--- src/logic/alarm_ctrl_pkg.sv ---
// Constants and types for the alarm front end control and sleep register slice.
// Assumes a byte wide register port behind the serial interface decoder.
package alarm_ctrl_pkg;

  // Register offsets.
  localparam logic [7:0] ADDR_ENABLE_SECOND = 8'h07;
  localparam logic [7:0] ADDR_CONTROL_FLAGS = 8'h08;
  localparam logic [7:0] ADDR_SLEEP_HIGH    = 8'h09;
  localparam logic [7:0] ADDR_SLEEP_LOW     = 8'h0A;
  localparam logic [7:0] ADDR_PIN_MUX       = 8'h0B;

  // Reset values.
  localparam logic [7:0] RST_ENABLE_SECOND = 8'h00;
  localparam logic [7:0] RST_CONTROL_FLAGS = 8'h00;
  localparam logic [7:0] RST_SLEEP_BYTE    = 8'h00;
  localparam logic [7:0] RST_PIN_MUX       = 8'h00;

  // Field positions of enable_second.
  localparam int EN2_LED_SELECT = 7;
  localparam int EN2_PRECHARGE  = 6;
  localparam int EN2_LINK_DIR   = 3;
  localparam int EN2_LED_GATE   = 2;
  localparam int EN2_HORN_EN    = 1;
  localparam int EN2_SLEEP_EN   = 0;
  localparam logic [7:0] EN2_WRITABLE = 8'hCF;

  // Field positions of control_flags.
  localparam int CTL_REG_OFF     = 5;
  localparam int CTL_MON_OFF     = 4;
  localparam int CTL_FAULT_MASK  = 3;
  localparam int CTL_OT_ENABLE   = 2;
  localparam int CTL_REINIT      = 1;
  localparam int CTL_BOOST_ASSIST = 0;
  localparam logic [7:0] CTL_WRITABLE = 8'h3D;

  // Field positions of pin_and_mux_config.
  localparam int PMX_BYPASS   = 7;
  localparam int PMX_SEL_LSB  = 4;
  localparam int PMX_SEL_MSB  = 5;
  localparam int PMX_PIN_LSB  = 0;
  localparam int PMX_PIN_MSB  = 2;
  localparam logic [7:0] PMX_WRITABLE = 8'hB7;

  // Analog mux selections.
  localparam logic [1:0] AMUX_OFF   = 2'h0;
  localparam logic [1:0] AMUX_CO    = 2'h1;
  localparam logic [1:0] AMUX_PHOTO = 2'h2;
  localparam logic [1:0] AMUX_DIODE = 2'h3;

  // Multi-purpose pin modes.
  localparam logic [2:0] PIN_HIZ     = 3'h0;
  localparam logic [2:0] PIN_ERROR   = 3'h2;
  localparam logic [2:0] PIN_LED_A   = 3'h4;
  localparam logic [2:0] PIN_LED_B   = 3'h5;
  localparam logic [2:0] PIN_BATTERY = 3'h7;

  // Sleep timer granularity.
  localparam int CLK_PERIOD_NS = 20;
  localparam int TICK_TIME_MS  = 1;
  localparam int NS_PER_MS     = 1000000;
  localparam int TICK_CYCLES   = (TICK_TIME_MS * NS_PER_MS) / CLK_PERIOD_NS;
  localparam logic [15:0] SLEEP_ZERO = 16'h0000;

  typedef enum logic [1:0] {
    SLEEP_IDLE  = 2'b00,
    SLEEP_ARMED = 2'b01,
    SLEEP_RUN   = 2'b10
  } sleep_state_t;

  typedef struct packed {
    logic       wr;
    logic       rd;
    logic [7:0] addr;
    logic [7:0] wdata;
  } reg_req_t;

endpackage

--- src/logic/alarm_afe_control_sleep_regs.sv ---
// Control, sleep timer and pin/mux configuration registers of the alarm front end.
// Assumes the serial interface decoder presents one-cycle read and write strobes
// synchronous to clk, and that the analog blocks consume the enables below.
//
// Summary of operation
// Precharge request keeps boost on until power good, then boost follows enable.
// Host clears the precharge request after seeing power good.
// Direction bit routes link from alarm pin to host pin, or reverse.
// LED enable pin acts only when the LED pin gate bit is set.
// Horn block enabled by horn drive pin only while horn enable set.
// Writing sleep enable starts timer; expiry raises done and clears enable.
// Writing sleep enable zero stops the timer and exits sleep at once.
// Regulator off bit disables the host regulator; reset leaves it on.
// Monitor off bit disables the brown-out monitor and its low flag.
// Unmasked regulator error enters fault mode; mask bit blocks it.
// Over-temperature enable makes overheating enter fault mode and raise flag.
// Reinit restores defaults including boost assist, self-clears, spares only the precharge setting.
// Boost assist turns boost on when supply low or boost enable set.
// Sleep duration is high byte then low byte, N milliseconds.
// Duration rewrites during a running sleep apply at the next start.
// Zero duration disables timer; a later duration change starts it.
// Mux buffer on for nonzero select unless bypassed by a switch.
// Mux select picks off, CO amp, photo amp or photodiode.
// Pin mode zero is high impedance; mode two shows unmasked errors.
// Pin modes four and five OR the pin into LED A or LED B.
// Pin mode seven ORs the pin into the battery test load.
// Reserved bits read zero; host avoids reserved pin codes.
`timescale 1ns/1ps
module alarm_afe_control_sleep_regs #(
  parameter int TICK_CYCLES_P = alarm_ctrl_pkg::TICK_CYCLES
) (
  // Clock and reset
  input  wire logic                    clk,
  input  wire logic                    rstn,
  // Register port
  input  wire alarm_ctrl_pkg::reg_req_t reg_req,
  output logic [7:0]                   reg_rdata,
  // Boost control
  input  wire logic                    boost_enable_bit,
  input  wire logic                    boost_power_good,
  output logic                         boost_run,
  // Supervision
  input  wire logic                    supply_low_detect,
  input  wire logic                    regulator_error,
  input  wire logic                    overtemp_event,
  output logic                         supply_low_flag,
  output logic                         host_regulator_enable,
  output logic                         fault_mode,
  output logic                         overtemp_flag,
  // Interconnect pins
  input  wire logic                    alarm_link_in,
  output logic                         alarm_link_out,
  output logic                         alarm_link_oe_n,
  input  wire logic                    host_link_in,
  output logic                         host_link_out,
  output logic                         host_link_oe_n,
  // LED and horn
  input  wire logic                    led_enable_pin,
  input  wire logic                    horn_drive_pin,
  input  wire logic                    led_a_enable_input,
  input  wire logic                    led_b_enable_input,
  input  wire logic                    battery_load_enable,
  output logic                         led_block_enable,
  output logic                         led_select,
  output logic                         led_a_enable,
  output logic                         led_b_enable,
  output logic                         battery_load_on,
  output logic                         horn_block_enable,
  // Sleep
  output logic                         sleep_mode,
  output logic                         sleep_expired_flag,
  // Analog mux
  output logic [1:0]                   analog_mux_select,
  output logic                         amux_buffer_enable,
  output logic                         amux_bypass_switch,
  // Multi-purpose pin
  input  wire logic                    status_error_any,
  input  wire logic                    gpio_in,
  output logic                         gpio_out,
  output logic                         gpio_oe_n
);
  import alarm_ctrl_pkg::*;

  ////////////////////////////////////////////////////////////////////////////////
  // Decode.

  logic [7:0]   enable_second;
  logic [7:0]   control_flags;
  logic [7:0]   sleep_time_high;
  logic [7:0]   sleep_time_low;
  logic [7:0]   pin_and_mux_config;
  logic         precharging;
  logic [15:0]  sleep_left;
  logic [31:0]  tick_count;
  sleep_state_t sleep_state;

  logic wr_en2;
  logic wr_ctl;
  logic wr_hi;
  logic wr_lo;
  logic wr_pmx;
  logic reinit;
  logic sleep_write_one;
  logic sleep_write_zero;
  logic duration_change;
  logic expire;
  logic [15:0] sleep_duration;

  assign wr_en2 = reg_req.wr && (reg_req.addr == ADDR_ENABLE_SECOND);
  assign wr_ctl = reg_req.wr && (reg_req.addr == ADDR_CONTROL_FLAGS);
  assign wr_hi  = reg_req.wr && (reg_req.addr == ADDR_SLEEP_HIGH);
  assign wr_lo  = reg_req.wr && (reg_req.addr == ADDR_SLEEP_LOW);
  assign wr_pmx = reg_req.wr && (reg_req.addr == ADDR_PIN_MUX);
  assign reinit = wr_ctl && reg_req.wdata[CTL_REINIT];
  assign sleep_write_one  = wr_en2 && reg_req.wdata[EN2_SLEEP_EN];
  assign sleep_write_zero = wr_en2 && !reg_req.wdata[EN2_SLEEP_EN];
  assign sleep_duration = {sleep_time_high, sleep_time_low};
  assign duration_change = (wr_hi && (reg_req.wdata != sleep_time_high)) ||
                           (wr_lo && (reg_req.wdata != sleep_time_low));
  assign expire = (sleep_state == SLEEP_RUN) && (sleep_left == 16'h0001) &&
                  (tick_count == 32'(TICK_CYCLES_P - 1));

  ////////////////////////////////////////////////////////////////////////////////
  // Registers.

  // The precharge bit survives reinit, so reinit carries it over while the other bits reset.
  always_ff @(posedge clk or negedge rstn) begin
    if (!rstn) begin
      enable_second <= RST_ENABLE_SECOND;
    end else if (reinit) begin
      enable_second <= RST_ENABLE_SECOND | (enable_second & (8'h01 << EN2_PRECHARGE));
    end else if (wr_en2) begin
      enable_second <= reg_req.wdata & EN2_WRITABLE;
    end else if (expire) begin
      enable_second[EN2_SLEEP_EN] <= 1'b0;
    end
  end

  // The reinit bit never stores, so it always reads back as zero.
  always_ff @(posedge clk or negedge rstn) begin
    if (!rstn) begin
      control_flags <= RST_CONTROL_FLAGS;
    end else if (reinit) begin
      control_flags <= RST_CONTROL_FLAGS;
    end else if (wr_ctl) begin
      control_flags <= reg_req.wdata & CTL_WRITABLE;
    end
  end

  always_ff @(posedge clk or negedge rstn) begin
    if (!rstn) begin
      sleep_time_high <= RST_SLEEP_BYTE;
      sleep_time_low  <= RST_SLEEP_BYTE;
    end else if (reinit) begin
      sleep_time_high <= RST_SLEEP_BYTE;
      sleep_time_low  <= RST_SLEEP_BYTE;
    end else begin
      if (wr_hi) begin
        sleep_time_high <= reg_req.wdata;
      end
      if (wr_lo) begin
        sleep_time_low <= reg_req.wdata;
      end
    end
  end

  always_ff @(posedge clk or negedge rstn) begin
    if (!rstn) begin
      pin_and_mux_config <= RST_PIN_MUX;
    end else if (reinit) begin
      pin_and_mux_config <= RST_PIN_MUX;
    end else if (wr_pmx) begin
      pin_and_mux_config <= reg_req.wdata & PMX_WRITABLE;
    end
  end

  always_ff @(posedge clk or negedge rstn) begin
    if (!rstn) begin
      reg_rdata <= 8'h00;
    end else if (reg_req.rd) begin
      case (reg_req.addr)
        ADDR_ENABLE_SECOND: reg_rdata <= enable_second;
        ADDR_CONTROL_FLAGS: reg_rdata <= control_flags;
        ADDR_SLEEP_HIGH:    reg_rdata <= sleep_time_high;
        ADDR_SLEEP_LOW:     reg_rdata <= sleep_time_low;
        ADDR_PIN_MUX:       reg_rdata <= pin_and_mux_config;
        default:            reg_rdata <= 8'h00;
      endcase
    end
  end

  ////////////////////////////////////////////////////////////////////////////////
  // Boost precharge.

  // Precharge ends at power good; a fresh 0-to-1 write of the request rearms it.
  always_ff @(posedge clk or negedge rstn) begin
    if (!rstn) begin
      precharging <= 1'b0;
    end else if (wr_en2 && reg_req.wdata[EN2_PRECHARGE] && !enable_second[EN2_PRECHARGE]) begin
      precharging <= 1'b1;
    end else if (boost_power_good || !enable_second[EN2_PRECHARGE]) begin
      precharging <= 1'b0;
    end
  end

  ////////////////////////////////////////////////////////////////////////////////
  // Sleep timer.

  // The count is a private copy, so duration rewrites never disturb a running sleep.
  always_ff @(posedge clk or negedge rstn) begin
    if (!rstn) begin
      sleep_state        <= SLEEP_IDLE;
      sleep_left         <= SLEEP_ZERO;
      tick_count         <= 32'h0;
      sleep_expired_flag <= 1'b0;
    end else begin
      sleep_expired_flag <= expire;
      if (reinit || sleep_write_zero) begin
        sleep_state <= SLEEP_IDLE;
      end else if (sleep_write_one && sleep_state == SLEEP_IDLE) begin
        tick_count <= 32'h0;
        sleep_left <= sleep_duration;
        sleep_state <= (sleep_duration == SLEEP_ZERO) ? SLEEP_ARMED : SLEEP_RUN;
      end else begin
        case (sleep_state)
          SLEEP_ARMED: begin
            if (duration_change) begin
              tick_count  <= 32'h0;
              sleep_left  <= wr_hi ? {reg_req.wdata, sleep_time_low}
                                   : {sleep_time_high, reg_req.wdata};
              sleep_state <= SLEEP_RUN;
            end
          end
          SLEEP_RUN: begin
            if (tick_count == 32'(TICK_CYCLES_P - 1)) begin
              tick_count <= 32'h0;
              sleep_left <= sleep_left - 16'h0001;
              if (expire) begin
                sleep_state <= SLEEP_IDLE;
              end
            end else begin
              tick_count <= tick_count + 32'h1;
            end
          end
          default: sleep_state <= SLEEP_IDLE;
        endcase
      end
    end
  end

  // A new duration of zero while armed keeps waiting.
  assign sleep_mode = enable_second[EN2_SLEEP_EN];

  ////////////////////////////////////////////////////////////////////////////////
  // Outputs.

  always_ff @(posedge clk or negedge rstn) begin
    if (!rstn) begin
      supply_low_flag       <= 1'b0;
      host_regulator_enable <= 1'b1;
      fault_mode            <= 1'b0;
      overtemp_flag         <= 1'b0;
    end else begin
      supply_low_flag       <= supply_low_detect && !control_flags[CTL_MON_OFF];
      host_regulator_enable <= !control_flags[CTL_REG_OFF];
      fault_mode <= (regulator_error && !control_flags[CTL_FAULT_MASK]) ||
                    (overtemp_event && control_flags[CTL_OT_ENABLE]);
      overtemp_flag <= overtemp_event && control_flags[CTL_OT_ENABLE];
    end
  end

  assign boost_run = boost_enable_bit || precharging ||
                     (control_flags[CTL_BOOST_ASSIST] && supply_low_flag);

  // Each link pin is driven only in its own direction to avoid contention.
  assign host_link_out   = alarm_link_in;
  assign alarm_link_out  = host_link_in;
  assign host_link_oe_n  = enable_second[EN2_LINK_DIR];
  assign alarm_link_oe_n = !enable_second[EN2_LINK_DIR];

  assign led_block_enable  = enable_second[EN2_LED_GATE] && led_enable_pin;
  assign led_select        = enable_second[EN2_LED_SELECT];
  assign horn_block_enable = enable_second[EN2_HORN_EN] && horn_drive_pin;

  logic [2:0] pin_mode;
  assign pin_mode = pin_and_mux_config[PMX_PIN_MSB:PMX_PIN_LSB];
  assign analog_mux_select  = pin_and_mux_config[PMX_SEL_MSB:PMX_SEL_LSB];
  assign amux_buffer_enable = !pin_and_mux_config[PMX_BYPASS] &&
                              (analog_mux_select != AMUX_OFF);
  assign amux_bypass_switch = pin_and_mux_config[PMX_BYPASS] &&
                              (analog_mux_select != AMUX_OFF);

  assign led_a_enable    = led_a_enable_input || ((pin_mode == PIN_LED_A) && gpio_in);
  assign led_b_enable    = led_b_enable_input || ((pin_mode == PIN_LED_B) && gpio_in);
  assign battery_load_on = battery_load_enable || ((pin_mode == PIN_BATTERY) && gpio_in);

  // Reserved pin codes leave the pin undriven as the safest choice.
  assign gpio_oe_n = (pin_mode != PIN_ERROR);
  assign gpio_out  = (pin_mode == PIN_ERROR) && status_error_any;

endmodule

--- config.mk ---
export PLATFORM = sky130hd
export DESIGN_NAME = alarm_afe_control_sleep_regs
export DESIGN_NICKNAME = d
export VERILOG_FILES = /design/src/logic/alarm_ctrl_pkg.sv /design/src/logic/alarm_afe_control_sleep_regs.sv
export SDC_FILE = /design/constraint.sdc
export NUM_CORES = 1
export LEC_CHECK = 0
export ABC_AREA = 1
export BUFFER_PORTS_ARGS = -buffer_cell sky130_fd_sc_hd__buf_2
export CAP_MARGIN = 20
export CELL_PAD_IN_SITES_DETAIL_PLACEMENT = 0
export CELL_PAD_IN_SITES_GLOBAL_PLACEMENT = 2
export CORE_MARGIN = 1
export CORE_UTILIZATION = 34
export DETAILED_ROUTE_END_ITERATION = 7
export HOLD_SLACK_MARGIN = 0.02
export PLACE_DENSITY_LB_ADDON = 0.1
export SYNTH_ARGS = -nofsm -noshare
export SYNTH_HDL_FRONTEND = slang
export SYNTH_SLANG_ARGS = --single-unit
--- constraint.sdc ---
create_clock -name clk -period 2.4 [get_ports clk]
set_input_delay 0.48 -clock clk [delete_from_list [all_inputs] [get_ports clk]]
set_output_delay 0.48 -clock clk [all_outputs]
set_load 0.05 [all_outputs]
### Word level (Yosys, flattened, before mapping)

Cells that the tools add are included.

| word-level totals | value |
|---|---|
| register bits | 104 |
| input port bits | 34 |
| output and inout bits | 31 |

| cells by class | value |
|---|---|
| $add $sub $neg | 2 |
| equal/unequal tests | 21 |
| multiplexer cells | 31 |
| bitwise logic cells | 2 |
| reduce and logical (&&, ||, !) cells | 58 |

Operator list:

| kind | number |
|---|---|
| $mux 32 | 3 |
| $mux 8 | 9 |
| $mux 16 | 4 |
| $pmux 32 s2 | 1 |
| $pmux 8 s5 | 1 |
| $add 32x1->32 const B | 1 |
| $eq 32x16->1 const B | 1 |
| $eq 8x4->1 const B | 4 |
| $pmux 16 s2 | 1 |
| $logic_and 1x1->1 | 27 |
| $eq 16x1->1 const B | 1 |
| $logic_not 16->1 | 1 |
| $ne 8x8->1 | 2 |
| $sub 16x1->16 const B | 1 |
| $reduce_bool 2->1 | 7 |
| $mux 2 | 6 |
| $eq 3x3->1 const B | 3 |
| $logic_or 1x1->1 | 9 |
| $eq 8x3->1 const B | 1 |
| $logic_not 1->1 | 7 |
| $mux 7 | 1 |
| $reduce_and 3->1 | 2 |
| $reduce_bool 3->1 | 2 |
| $mux 1 | 4 |
| other kinds (14) | 15 |

### Depth between registers and ports, before layout

Gate-level depths: netlist of the first run.

| depth | value |
|---|---|
| word-level depth | 8 |
| mapped depth | 14 |

### Worst setup path after synthesis of the first run

No wires, ideal clock.

| path | value |
|---|---|
| path kind | register to output |
| start point | reg pin_and_mux_config[0] |
| end point | out gpio_out |
| arrival time | 1.708 ns |
| setup slack | 0.212 ns |
| stages on the path, launching flop included | 4 |
| buffers on the path | 0 |
| cells stage by stage | dfrtp_1 inv_1 nand3_1 nor2_1 |

| on the way | value |
|---|---|
| longest elaborated chain between the ends | 2 |

RTL lines:

| element | RTL line | text |
|---|---|---|
| start: declaration | alarm_afe_control_sleep_regs.sv:91 | `logic [7:0] pin_and_mux_config;` |
| start signal: assignment | alarm_afe_control_sleep_regs.sv:173 | `pin_and_mux_config <= reg_req.wdata & PMX_WRITABLE;` |
| $eq 3x2->1 | alarm_afe_control_sleep_regs.sv:299 | `assign gpio_out = (pin_mode == PIN_ERROR) && status_error_any;` |
| $logic_and 1x1->1 | alarm_afe_control_sleep_regs.sv:299 |  |
| end: declaration | alarm_afe_control_sleep_regs.sv:79 | `output logic gpio_out,` |

No other way between the ends.

### Worst setup path after layout of the first run

| path | value |
|---|---|
| start point | reg tick_count[0] |
| end point | reg sleep_left[14] |

| on the way | value |
|---|---|
| longest elaborated chain between the ends | 3 |

RTL lines:

| element | RTL line | text |
|---|---|---|
| start: declaration | alarm_afe_control_sleep_regs.sv:94 | `logic [31:0] tick_count;` |
| start signal: assignment | alarm_afe_control_sleep_regs.sv:242 | `tick_count <= tick_count + 32'h1;` |
| $eq 32x16->1 | alarm_afe_control_sleep_regs.sv:235 | `if (tick_count == 32'(TICK_CYCLES_P - 1)) begin` |
| $ne 3x1->1 (no source line) | n/a |  |
| $reduce_and 4->1 (no source line) | n/a |  |
| end signal: assignment | alarm_afe_control_sleep_regs.sv:222 | `sleep_left <= sleep_duration;` |
| end signal: assignment | alarm_afe_control_sleep_regs.sv:229 | `sleep_left <= wr_hi ? {reg_req.wdata, sleep_time_low}` |
| end signal: assignment | alarm_afe_control_sleep_regs.sv:237 | `sleep_left <= sleep_left - 16'h0001;` |
| end: declaration | alarm_afe_control_sleep_regs.sv:93 | `logic [15:0] sleep_left;` |

No other way between the ends.
A chain may end at the register's enable or synchronous reset.

==> results.yml, run 1 <==
status:
  status: "completed"
sta:
  setup_viol: 0
  setup_repair_after_global_routing_missed_its_margin: "no"
  fin_worst_skew_ps: 8.063
  drv_slew: 0
  setup-tns-final_ps: 0
  slew_margin_rel: 0.4101
  fmax_mhz: 464.8
  fin_crit_sh: 0.8965
  finalHoldViolations: 0
  period_needed_ps: 2152
  tightestPinTransition_ps: 877.4
floorplan:
  die_span_y_microns: 142.3
  i_o_pin_count: 65
  floorplan.initialDensity: 0.3518
  fp.dieArea_sq_um: 20240
  design.core.area_sq_um: 19020
  rows: 50
  dieWidth_microns: 142.3
job:
  max_cap_viol_count: 0
worst_setup_path:
  crit_buf_inv: 2
  worst-endpoint-arrival_ps: 2450
  required_time_at_the_worst_slack_endpoint_ps: 2700
  r2r_start: "tick_count[0]$_DFFE_PN0P_"
  critical_path.top_delay_family: "simple AND/OR/NAND/NOR gates"
  critPathMaxStageDelay_ps: 450
  crit_path_top_delay_cell: "sky130_fd_sc_hd__dfrtp_1"
  criticalPathCategory: "reg -> reg"
  path_max_fanout: 16
  timing.critical_path.mode_cell: "sky130_fd_sc_hd__nand2_1"
  worst_setup_path_start_kind: "register"
  end_kind: "register"
  crit_path_cell_trace: "ha_1 > nand3_2 > nor3_1 > nand2_1 > nor2_4 > inv_2 > nand3_2 > nand2_1 > inv_4 > nand3_1 > nand2_1"
  crit_start: "tick_count[0]$_DFFE_PN0P_"
  rr_endpoint: "sleep_left[14]$_DFFE_PN0P_"
  ff2ff_setup_slack_ps: 250
  timing.reg2reg.worst_path_depth: 11
clock_network:
  cts.root.buffer_cell: "sky130_fd_sc_hd__clkbuf_16"
  cts.reportedPaths.clkPinSlew_ps: 80
  postCtsHoldBufs: 0
  clk_path_buf_depth: 2
  cts.repair.resized: 0
  clk-insertion-delay-late_ps: 360
  clock_tree.htree_level_count: 3
  tritoncts.num_buffers: 9
  tritoncts: "yes"
  tritoncts_num_sinks: 97
  post-cts-setup-buffers: 0
logic_synthesis:
  ys_top_cells_by_area: "sky130_fd_sc_hd__dfrtp_1, sky130_fd_sc_hd__nand2_1, sky130_fd_sc_hd__nor2_1"
  synthesis.yosys.warnings: 0
  synth_xor_xnor_area_share: 0.03142
  post_synth_edffs: 0
  synth.top_cells.by_count: "sky130_fd_sc_hd__nand2_1, sky130_fd_sc_hd__nor2_1, sky130_fd_sc_hd__inv_1"
  synthesized_area_fraction_occupied_by_adder_cells: 0.01122
  postSynth.asyncResetShare: 1.000
  synthesis.nets: 1030
  yosys.cell_count.top_type: "sky130_fd_sc_hd__nand2_1"
  synth_compound_gate_area_share: 0.1152
  post-synth-top-area-cell: "sky130_fd_sc_hd__dfrtp_1"
  ys_types: 42
  yosys.area.top_type_share: 0.3591
  synth_simple_gate_area_frac: 0.3823
  synth_mux_area_frac: 0.001683
  mappedNetlistArea_sq_um: 6690
  synth_ff_type: "sky130_fd_sc_hd__dfrtp_1"
  synth-seq-area-share: 0.3630
  post_synth.cell_area_avg_sq_um: 6.758
  synth_top_family_by_area: "simple AND/OR/NAND/NOR gates"
  ys_ff_latch: 97
  synthesized_instance_count: 990
route:
  antenna_left: 0
  drc_errors: 0
  route.detailed.wl_per_inst_microns: 16.65
  via_per_inst: 4.935
  dr.pass1.iters: 4
  num_vias: 6485
  route.final.wire_length_mm: 21.88
  detailedRoute.firstIterationViolations: 401
global_routing:
  globalRouteTotalUtil: 0.2275
  grt_overflow: 0
  first_global_vias: 6332
  first_pass_grt_wire_length_mm: 34.76
  antenna_found_initial: 0
  maximum_number_of_pins_on_one_net_before_global_route_repair: 42
power:
  cellPowerDensity_nw_per_um2: 507.4
  leakagePower_nw: 3.657
  vdd.ir_drop.worst_mv: 0.3608
placement:
  place_congestion: 0.8834
  place.port_buffers: 60
  dp.cells: 1298
  hpwlAfterDp_mm: 17.13
final_layout:
  antenna-diode-count: 0
  fin_nets: 1089
  syn_to_final_growth_pct: 14.08
  n_fill_cell: 2118
  layout-drive-gt1-share: 0.1395
  finish.cell_count_without_fillers: 1314
worst_hold_path:
  hp-class: "in -> async"
==> sequential cells by signal (all words and copies together) (netlist names) <==
name                   count
reg_rdata                  8
sleep_expired_flag         1
pin_and_mux_config         6
control_flags              5
sleep_left                16
fault_mode                 1
tick_count                32
host_regulator_enable      1
precharging                1
overtemp_flag              1
supply_low_flag            1
sleep_time_low             8
enable_second              6
sleep_state                2
sleep_time_high            8
==> worst max-delay path by stage <==
stage                                       to  slack, ps  cells past startpoint
finish              sleep_left[14]$_DFFE_PN0P_        250                     11
CTS                  sleep_left[1]$_DFFE_PN0P_        130                     10
global placement    sleep_left[13]$_DFFE_PN0P_         80                      9
floorplan                             gpio_out        210                      3
detailed placement   sleep_left[1]$_DFFE_PN0P_         60                      9
global route        sleep_left[14]$_DFFE_PN0P_         20                     11
==> through the flow <==
stage                     total power, mW  hold slack, ps  cell area [sq um]  setup slack [ps]    util
after floorplan                     2.146           184.4               6690             212.1       -
after global placement              2.342           397.6               7321             78.49  0.3849
after detailed placement            2.339           408.2               7321             60.58  0.3849
after CTS                           3.917           105.3               7622             131.2  0.4008
after global routing                4.049           123.9               7632             24.46  0.4013
final                               3.873           95.37               7632             248.3  0.4013
==> logic make-up (layout without fill, tap and decap cells) <==
family,count (synthesis),in the layout
AND/OR/NAND/NOR,597,597
multiplexers,1,1
buffers and inverters,148,212
XOR/XNOR,24,24
adder cells (fa/ha/maj),6,6
AO/OA/AOI/OAI,117,117
flip-flops,97,97
==> cells in the final DEF (no fill, tap or decap), types with 11 or more instances in the layout <==
cell type / count
sky130_fd_sc_hd__buf_2: 59
sky130_fd_sc_hd__buf_4: 18
sky130_fd_sc_hd__dfrtp_1: 96
sky130_fd_sc_hd__inv_1: 111
sky130_fd_sc_hd__nand2_1: 330
sky130_fd_sc_hd__nand3_1: 80
sky130_fd_sc_hd__nand4_1: 36
sky130_fd_sc_hd__nor2_1: 116
sky130_fd_sc_hd__nor3_1: 11
sky130_fd_sc_hd__o21ai_0: 41
sky130_fd_sc_hd__o21ai_2: 28
sky130_fd_sc_hd__o22ai_1: 19
sky130_fd_sc_hd__xnor2_1: 13
sky130_fd_sc_hd__xor2_1: 11
==> where the power goes <==
part           switching [mW]  internal (mW)
combinational           0.377          0.165
sequential             0.0727           1.69
clock                   0.741          0.829
==> layout make-up <==
cell class,instances,area [sq um],area share
well taps,260,325.3,0.04262
inverters,115,434.2,0.05689
clock buffers,10,229.0,0.03000
multi-input cells,745,3632,0.4759
clock inverters,6,72.57,0.009508
flip-flops and latches,97,2429,0.3182
repair buffers,81,510.5,0.06689
==> metal layers <==
metal  global-route usage  up-vias  part of all wire
li1                     -     3301                 -
met5                    0        -                 0
met3              0.02120       21             0.027
met4              0.06621        0             0.015
met2               0.3785      101              0.46
met1               0.3126     3062              0.49
(Power assumes the default switching activity.)
==> run 2, diff against run 1 <==
--- a/config.mk
+++ b/config.mk
@@ -12,6 +12,7 @@
 export CELL_PAD_IN_SITES_GLOBAL_PLACEMENT = 2
 export CORE_MARGIN = 1
 export CORE_UTILIZATION = 34
+export CTS_BUF_LIST = sky130_fd_sc_hd__clkbuf_4 sky130_fd_sc_hd__clkbuf_8
 export DETAILED_ROUTE_END_ITERATION = 7
 export HOLD_SLACK_MARGIN = 0.02
 export PLACE_DENSITY_LB_ADDON = 0.1
==> run 2 against run 1 <==
Compared with the run above: global-route usage about the same; die area unchanged; clock skew rose by 4.7 ps; largest cell class unchanged.
==> results.yml, run 2 (same netlist as run 1, synthesis figures left out) <==
clock_network:
  clock_tree.htree_level_count: 3
  tritoncts.num_buffers: 9
  clk_path_buf_depth: 2
  cts.reportedPaths.clkPinSlew_ps: 110
  cts.root.buffer_cell: "sky130_fd_sc_hd__clkbuf_8"
  clk-insertion-delay-late_ps: 390
  tritoncts_num_sinks: 97
  tritoncts: "yes"
global_routing:
  grt_overflow: 0
  first_pass_grt_wire_length_mm: 34.72
  globalRouteTotalUtil: 0.2271
  first_global_vias: 6336
  antenna_found_initial: 0
  maximum_number_of_pins_on_one_net_before_global_route_repair: 42
route:
  drc_errors: 0
  via_per_inst: 4.922
  num_vias: 6467
  route.detailed.wl_per_inst_microns: 16.60
  detailedRoute.firstIterationViolations: 348
  antenna_left: 0
  route.final.wire_length_mm: 21.81
  dr.pass1.iters: 5
sta:
  period_needed_ps: 2167
  setup_viol: 0
  fin_crit_sh: 0.9030
  slew_margin_rel: 0.4434
  setup_repair_after_global_routing_missed_its_margin: "no"
  setup-tns-final_ps: 0
  fmax_mhz: 461.5
  tightestPinTransition_ps: 827.9
  fin_worst_skew_ps: 12.79
  finalHoldViolations: 0
  drv_slew: 0
  postLayoutSetupSlackWorst_ps: 232.9
floorplan:
  rows: 50
  i_o_pin_count: 65
  design.core.area_sq_um: 19020
  floorplan.initialDensity: 0.3518
  dieWidth_microns: 142.3
  die_span_y_microns: 142.3
  fp.dieArea_sq_um: 20240
power:
  leakagePower_nw: 3.614
  swShare: 0.3262
  cellPowerDensity_nw_per_um2: 466.3
  power_switching_mw: 1.146
  power_mw: 3.513
  vdd.ir_drop.worst_mv: 0.2904
  clock_power_share: 0.344
  p_comb_frac: 0.154
  power.internal_mw: 2.367
  pwr-share-seq: 0.501
placement:
  dpl-instance-area_sq_um: 7321
  place_congestion: 0.8834
  dp.cells: 1298
  place_ws_ps: 60.58
  place.port_buffers: 60
  hpwlAfterDp_mm: 17.13
worst_setup_path:
  worst_setup_path_start_kind: "register"
  path_max_fanout: 16
  criticalPathCategory: "reg -> reg"
  worst-endpoint-arrival_ps: 2500
  end_kind: "register"
  required_time_at_the_worst_slack_endpoint_ps: 2730
final_layout:
  regMostFlops: "tick_count"
  fin_nets: 1089
  mostFrequentLayoutCells: "sky130_fd_sc_hd__nand2_1, sky130_fd_sc_hd__nor2_1, sky130_fd_sc_hd__inv_1, sky130_fd_sc_hd__dfrtp_1, sky130_fd_sc_hd__nand3_1"
  syn_to_final_growth_pct: 12.62
  largest_register_ffs: 32
  finish.cell_count_without_fillers: 1314
  largestRegisters: "tick_count x32, sleep_left x16"
  layout-drive-gt1-share: 0.1404
  antenna-diode-count: 0
  layout_commonest_cell: "sky130_fd_sc_hd__nand2_1"
  final_design_area_no_fill_sq_um: 7535
job:
  max_cap_viol_count: 0
worst_hold_path:
  hp-class: "in -> async"
status:
  status: "completed"
-- run 2: power by group through the flow --
stage,registers [mW],clock network (mW),logic (mW)
2_1_floorplan,1.79,0,0.353
3_3_place_gp,1.79,0,0.549
4_1_cts,1.76,1.25,0.547
6_report,1.76,1.21,0.542
3_5_place_dp,1.79,0,0.545
5_1_grt,1.77,1.31,0.608
-- run 2: path summary, 6_finish.rpt --
path | from | endpoint | slack (ps) | cells past startpoint
worst max-delay path | tick_count[0]$_DFFE_PN0P_ | sleep_left[13]$_DFFE_PN0P_ | 230 | 11
worst min-delay path | rstn | fault_mode$_DFF_PN0_ | 60 | 1
worst max register to register | tick_count[0]$_DFFE_PN0P_ | sleep_left[13]$_DFFE_PN0P_ | 230 | 11
worst min register to register | control_flags[5]$_DFFE_PN0P_ | host_regulator_enable$_DFF_PN1_ | 420 | 1
max in group asynchronous | rstn | tick_count[27]$_DFFE_PN0P_ | 1740 | 2
min in group clk | boost_power_good | precharging$_DFFE_PN0P_ | 280 | 2
-- run 2: repair_timing --
action / CTS / global route
buffers inserted: 0 / 0
setup endpoints to repair: 0 / 16
hold buffers: 0 / 0
gates resized for setup: 0 / 2
hold endpoints to repair: 0 / 0
-- run 2: metrics by stage --
stage            util  hold slack [ps]
2_1_floorplan       -            184.4
3_3_place_gp   0.3849            397.6
5_1_grt        0.3962            72.75
6_report       0.3962            56.74
3_5_place_dp   0.3849            408.2
4_1_cts        0.3957            55.27
-- run 2: cell type report --
cell class	count	area (sq um)
clock inverters	6	72.57
well taps	260	325.3
inverters	115	434.2
flip-flops and latches	97	2429
repair buffers	81	510.5
fillers	2130	11480
clock buffers	10	131.4
multi-input cells	745	3632
-- run 2: layer usage --
layer | wire length [microns] | global-route usage | share of wire
met5 | 0 | 0 | 0
met4 | 333 | 0.06452 | 0.015
met3 | 596 | 0.02120 | 0.027
met2 | 10180 | 0.3787 | 0.47
met1 | 10690 | 0.3118 | 0.49
-- run 2: critical path, stage by stage, from the launching register on --
cell                      delay [ps]
sky130_fd_sc_hd__dfrtp_1         470
sky130_fd_sc_hd__ha_1            280
sky130_fd_sc_hd__nand3_2         230
sky130_fd_sc_hd__nor3_1          190
sky130_fd_sc_hd__nand2_1         110
sky130_fd_sc_hd__nor2_4          170
sky130_fd_sc_hd__inv_2            70
sky130_fd_sc_hd__nand3_2         120
sky130_fd_sc_hd__nand2_1         110
sky130_fd_sc_hd__inv_4           160
sky130_fd_sc_hd__nand3_1         120
sky130_fd_sc_hd__nand2_1          70
==> run 3, diff against run 2 <==
--- a/config.mk
+++ b/config.mk
@@ -6,7 +6,7 @@
 export NUM_CORES = 1
 export LEC_CHECK = 0
 export ABC_AREA = 1
-export BUFFER_PORTS_ARGS = -buffer_cell sky130_fd_sc_hd__buf_2
+export BUFFER_PORTS_ARGS = -buffer_cell sky130_fd_sc_hd__clkbuf_2
 export CAP_MARGIN = 20
 export CELL_PAD_IN_SITES_DETAIL_PLACEMENT = 0
 export CELL_PAD_IN_SITES_GLOBAL_PLACEMENT = 2
==> run 3 against run 2 <==
Compared with the run above: worst hold slack gained 16 ps; power decreased by 2.5%; global-route usage is 0.25 points higher; non-clock buffer count up 3; sequential power about the same; worst setup slack improved by 49 ps; sequential cell count did not move; critical endpoint is now tick_count[3]$_DFFE_PN0P_; first-iteration DRC count is 2.0% lower; clock power decreased by 8%; via count shrank 0.59%; register-to-register slack improved by 50 ps.
==> results.yml, run 3 (same netlist as run 1, synthesis figures left out) <==
final_layout:
  layout_commonest_cell: "sky130_fd_sc_hd__nand2_1"
  largestRegisters: "tick_count x32, sleep_left x16"
  mostFrequentLayoutCells: "sky130_fd_sc_hd__nand2_1, sky130_fd_sc_hd__nor2_1, sky130_fd_sc_hd__inv_1, sky130_fd_sc_hd__dfrtp_1, sky130_fd_sc_hd__nand3_1"
  layout-drive-gt1-share: 0.1438
  syn_to_final_growth_pct: 12.92
  regMostFlops: "tick_count"
  antenna-diode-count: 0
  fin_nets: 1092
  largest_register_ffs: 32
  final_design_area_no_fill_sq_um: 7555
global_routing:
  maximum_number_of_pins_on_one_net_before_global_route_repair: 43
  first_pass_grt_wire_length_mm: 35.13
  globalRouteTotalUtil: 0.2296
  grt_overflow: 0
  antenna_found_initial: 0
  first_global_vias: 6372
sta:
  setup-tns-final_ps: 0
  finalHoldViolations: 0
  period_needed_ps: 2118
  postLayoutSetupSlackWorst_ps: 282.2
  drv_slew: 0
  setup_viol: 0
  tightestPinTransition_ps: 925.8
  setup_repair_after_global_routing_missed_its_margin: "no"
  fin_crit_sh: 0.8824
  fmax_mhz: 472.2
  fin_worst_skew_ps: 21.13
  slew_margin_rel: 0.3775
floorplan:
  floorplan.initialDensity: 0.3518
  i_o_pin_count: 65
  design.core.area_sq_um: 19020
  die_span_y_microns: 142.3
  fp.dieArea_sq_um: 20240
  rows: 50
  dieWidth_microns: 142.3
clock_network:
  clk-insertion-delay-late_ps: 400
  clock_tree.htree_level_count: 3
  tritoncts.num_buffers: 9
  tritoncts: "yes"
  tritoncts_num_sinks: 97
  clk_path_buf_depth: 2
  postCtsHoldBufs: 0
  cts.root.buffer_cell: "sky130_fd_sc_hd__clkbuf_8"
  cts.reportedPaths.clkPinSlew_ps: 120
power:
  vdd.ir_drop.worst_mv: 0.2651
  power_mw: 3.424
  leakagePower_nw: 3.615
  cellPowerDensity_nw_per_um2: 453.3
worst_hold_path:
  hp-class: "in -> async"
worst_setup_path:
  r2r_start: "sleep_time_low[4]$_DFFE_PN0P_"
  worst_setup_path_start_kind: "register"
  path_max_fanout: 22
  criticalPathCategory: "reg -> reg"
  end_kind: "register"
  worst-endpoint-arrival_ps: 2440
  required_time_at_the_worst_slack_endpoint_ps: 2720
  rr_endpoint: "tick_count[3]$_DFFE_PN0P_"
  ff2ff_setup_slack_ps: 280
  timing.reg2reg.worst_path_depth: 12
placement:
  dpl-instance-area_sq_um: 7343
  place_congestion: 0.8634
  place_ws_ps: 97.05
  hpwlAfterDp_mm: 17.15
  place.port_buffers: 60
route:
  route.detailed.wl_per_inst_microns: 16.52
  drc_errors: 0
  route.final.wire_length_mm: 21.76
  dr.pass1.iters: 5
  via_per_inst: 4.882
  antenna_left: 0
  detailedRoute.firstIterationViolations: 341
  num_vias: 6429
job:
  max_cap_viol_count: 0
status:
  status: "completed"
-- run 3: metrics by stage --
| step | utilization | hold slack [ps] | cells |
|---|---|---|---|
| 2_1_floorplan | - | 184.4 | 990 |
| 3_3_place_gp | 0.3861 | 400.6 | 1301 |
| 3_5_place_dp | 0.3861 | 401.2 | 1301 |
| 4_1_cts | 0.3962 | 92.05 | 1317 |
| 5_1_grt | 0.3972 | 108.0 | 1317 |
| 6_report | 0.3972 | 73.23 | 1317 |
-- run 3: routing by layer --
layer	GRT usage	share of wire	up-vias
met5	0	0	-
met1	0.3064	0.47	3014
met4	0.04980	0.0099	0
li1	-	-	3306
met3	0.03634	0.037	14
met2	0.3896	0.48	95
-- run 3: how the worst max path moves through the flow --
stage	from	to	depth (start not counted)
after detailed placement	reg_req[13]	sleep_left[6]$_DFFE_PN0P_	9
after CTS	tick_count[1]$_DFFE_PN0P_	sleep_left[2]$_DFFE_PN0P_	10
after floorplan	pin_and_mux_config[0]$_DFFE_PN0P_	gpio_out	3
final	sleep_time_low[4]$_DFFE_PN0P_	tick_count[3]$_DFFE_PN0P_	12
after global routing	tick_count[1]$_DFFE_PN0P_	sleep_left[9]$_DFFE_PN0P_	11
after global placement	tick_count[1]$_DFFE_PN0P_	sleep_left[11]$_DFFE_PN0P_	10
-- run 3: cell type report --
class                   count  area [sq um]
well taps                 260         325.3
repair buffers             84         533.0
inverters                 115         434.2
clock buffers              10         137.6
flip-flops and latches     97          2429
fillers                  2162         11460
multi-input cells         745          3642
clock inverters             6         53.80
-- run 3: power by group --
| group | internal [mW] | switching (mW) |
|---|---|---|
| Clock | 0.429 | 0.685 |
| Sequential | 1.69 | 0.0699 |
| Combinational | 0.168 | 0.383 |
| Total | 2.29 | 1.14 |
-- run 3: critical path, stage by stage, from the launching register on --
cell	delay, ps
sky130_fd_sc_hd__dfrtp_1	460
sky130_fd_sc_hd__inv_1	160
sky130_fd_sc_hd__nand2_1	70
sky130_fd_sc_hd__nand2_1	60
sky130_fd_sc_hd__nand2_1	50
sky130_fd_sc_hd__nor2_1	170
sky130_fd_sc_hd__nand2_1	110
sky130_fd_sc_hd__nand2_1	110
sky130_fd_sc_hd__nand4_1	230
sky130_fd_sc_hd__nand2_4	280
sky130_fd_sc_hd__buf_12	200
sky130_fd_sc_hd__nand2_1	60
sky130_fd_sc_hd__o21ai_1	70
-- run 3: timing repair --
action | CTS | global route
gates resized for setup | 0 | 5
setup endpoints to repair | 0 | 16
hold endpoints to repair | 0 | 0
setup buffers | 0 | 0
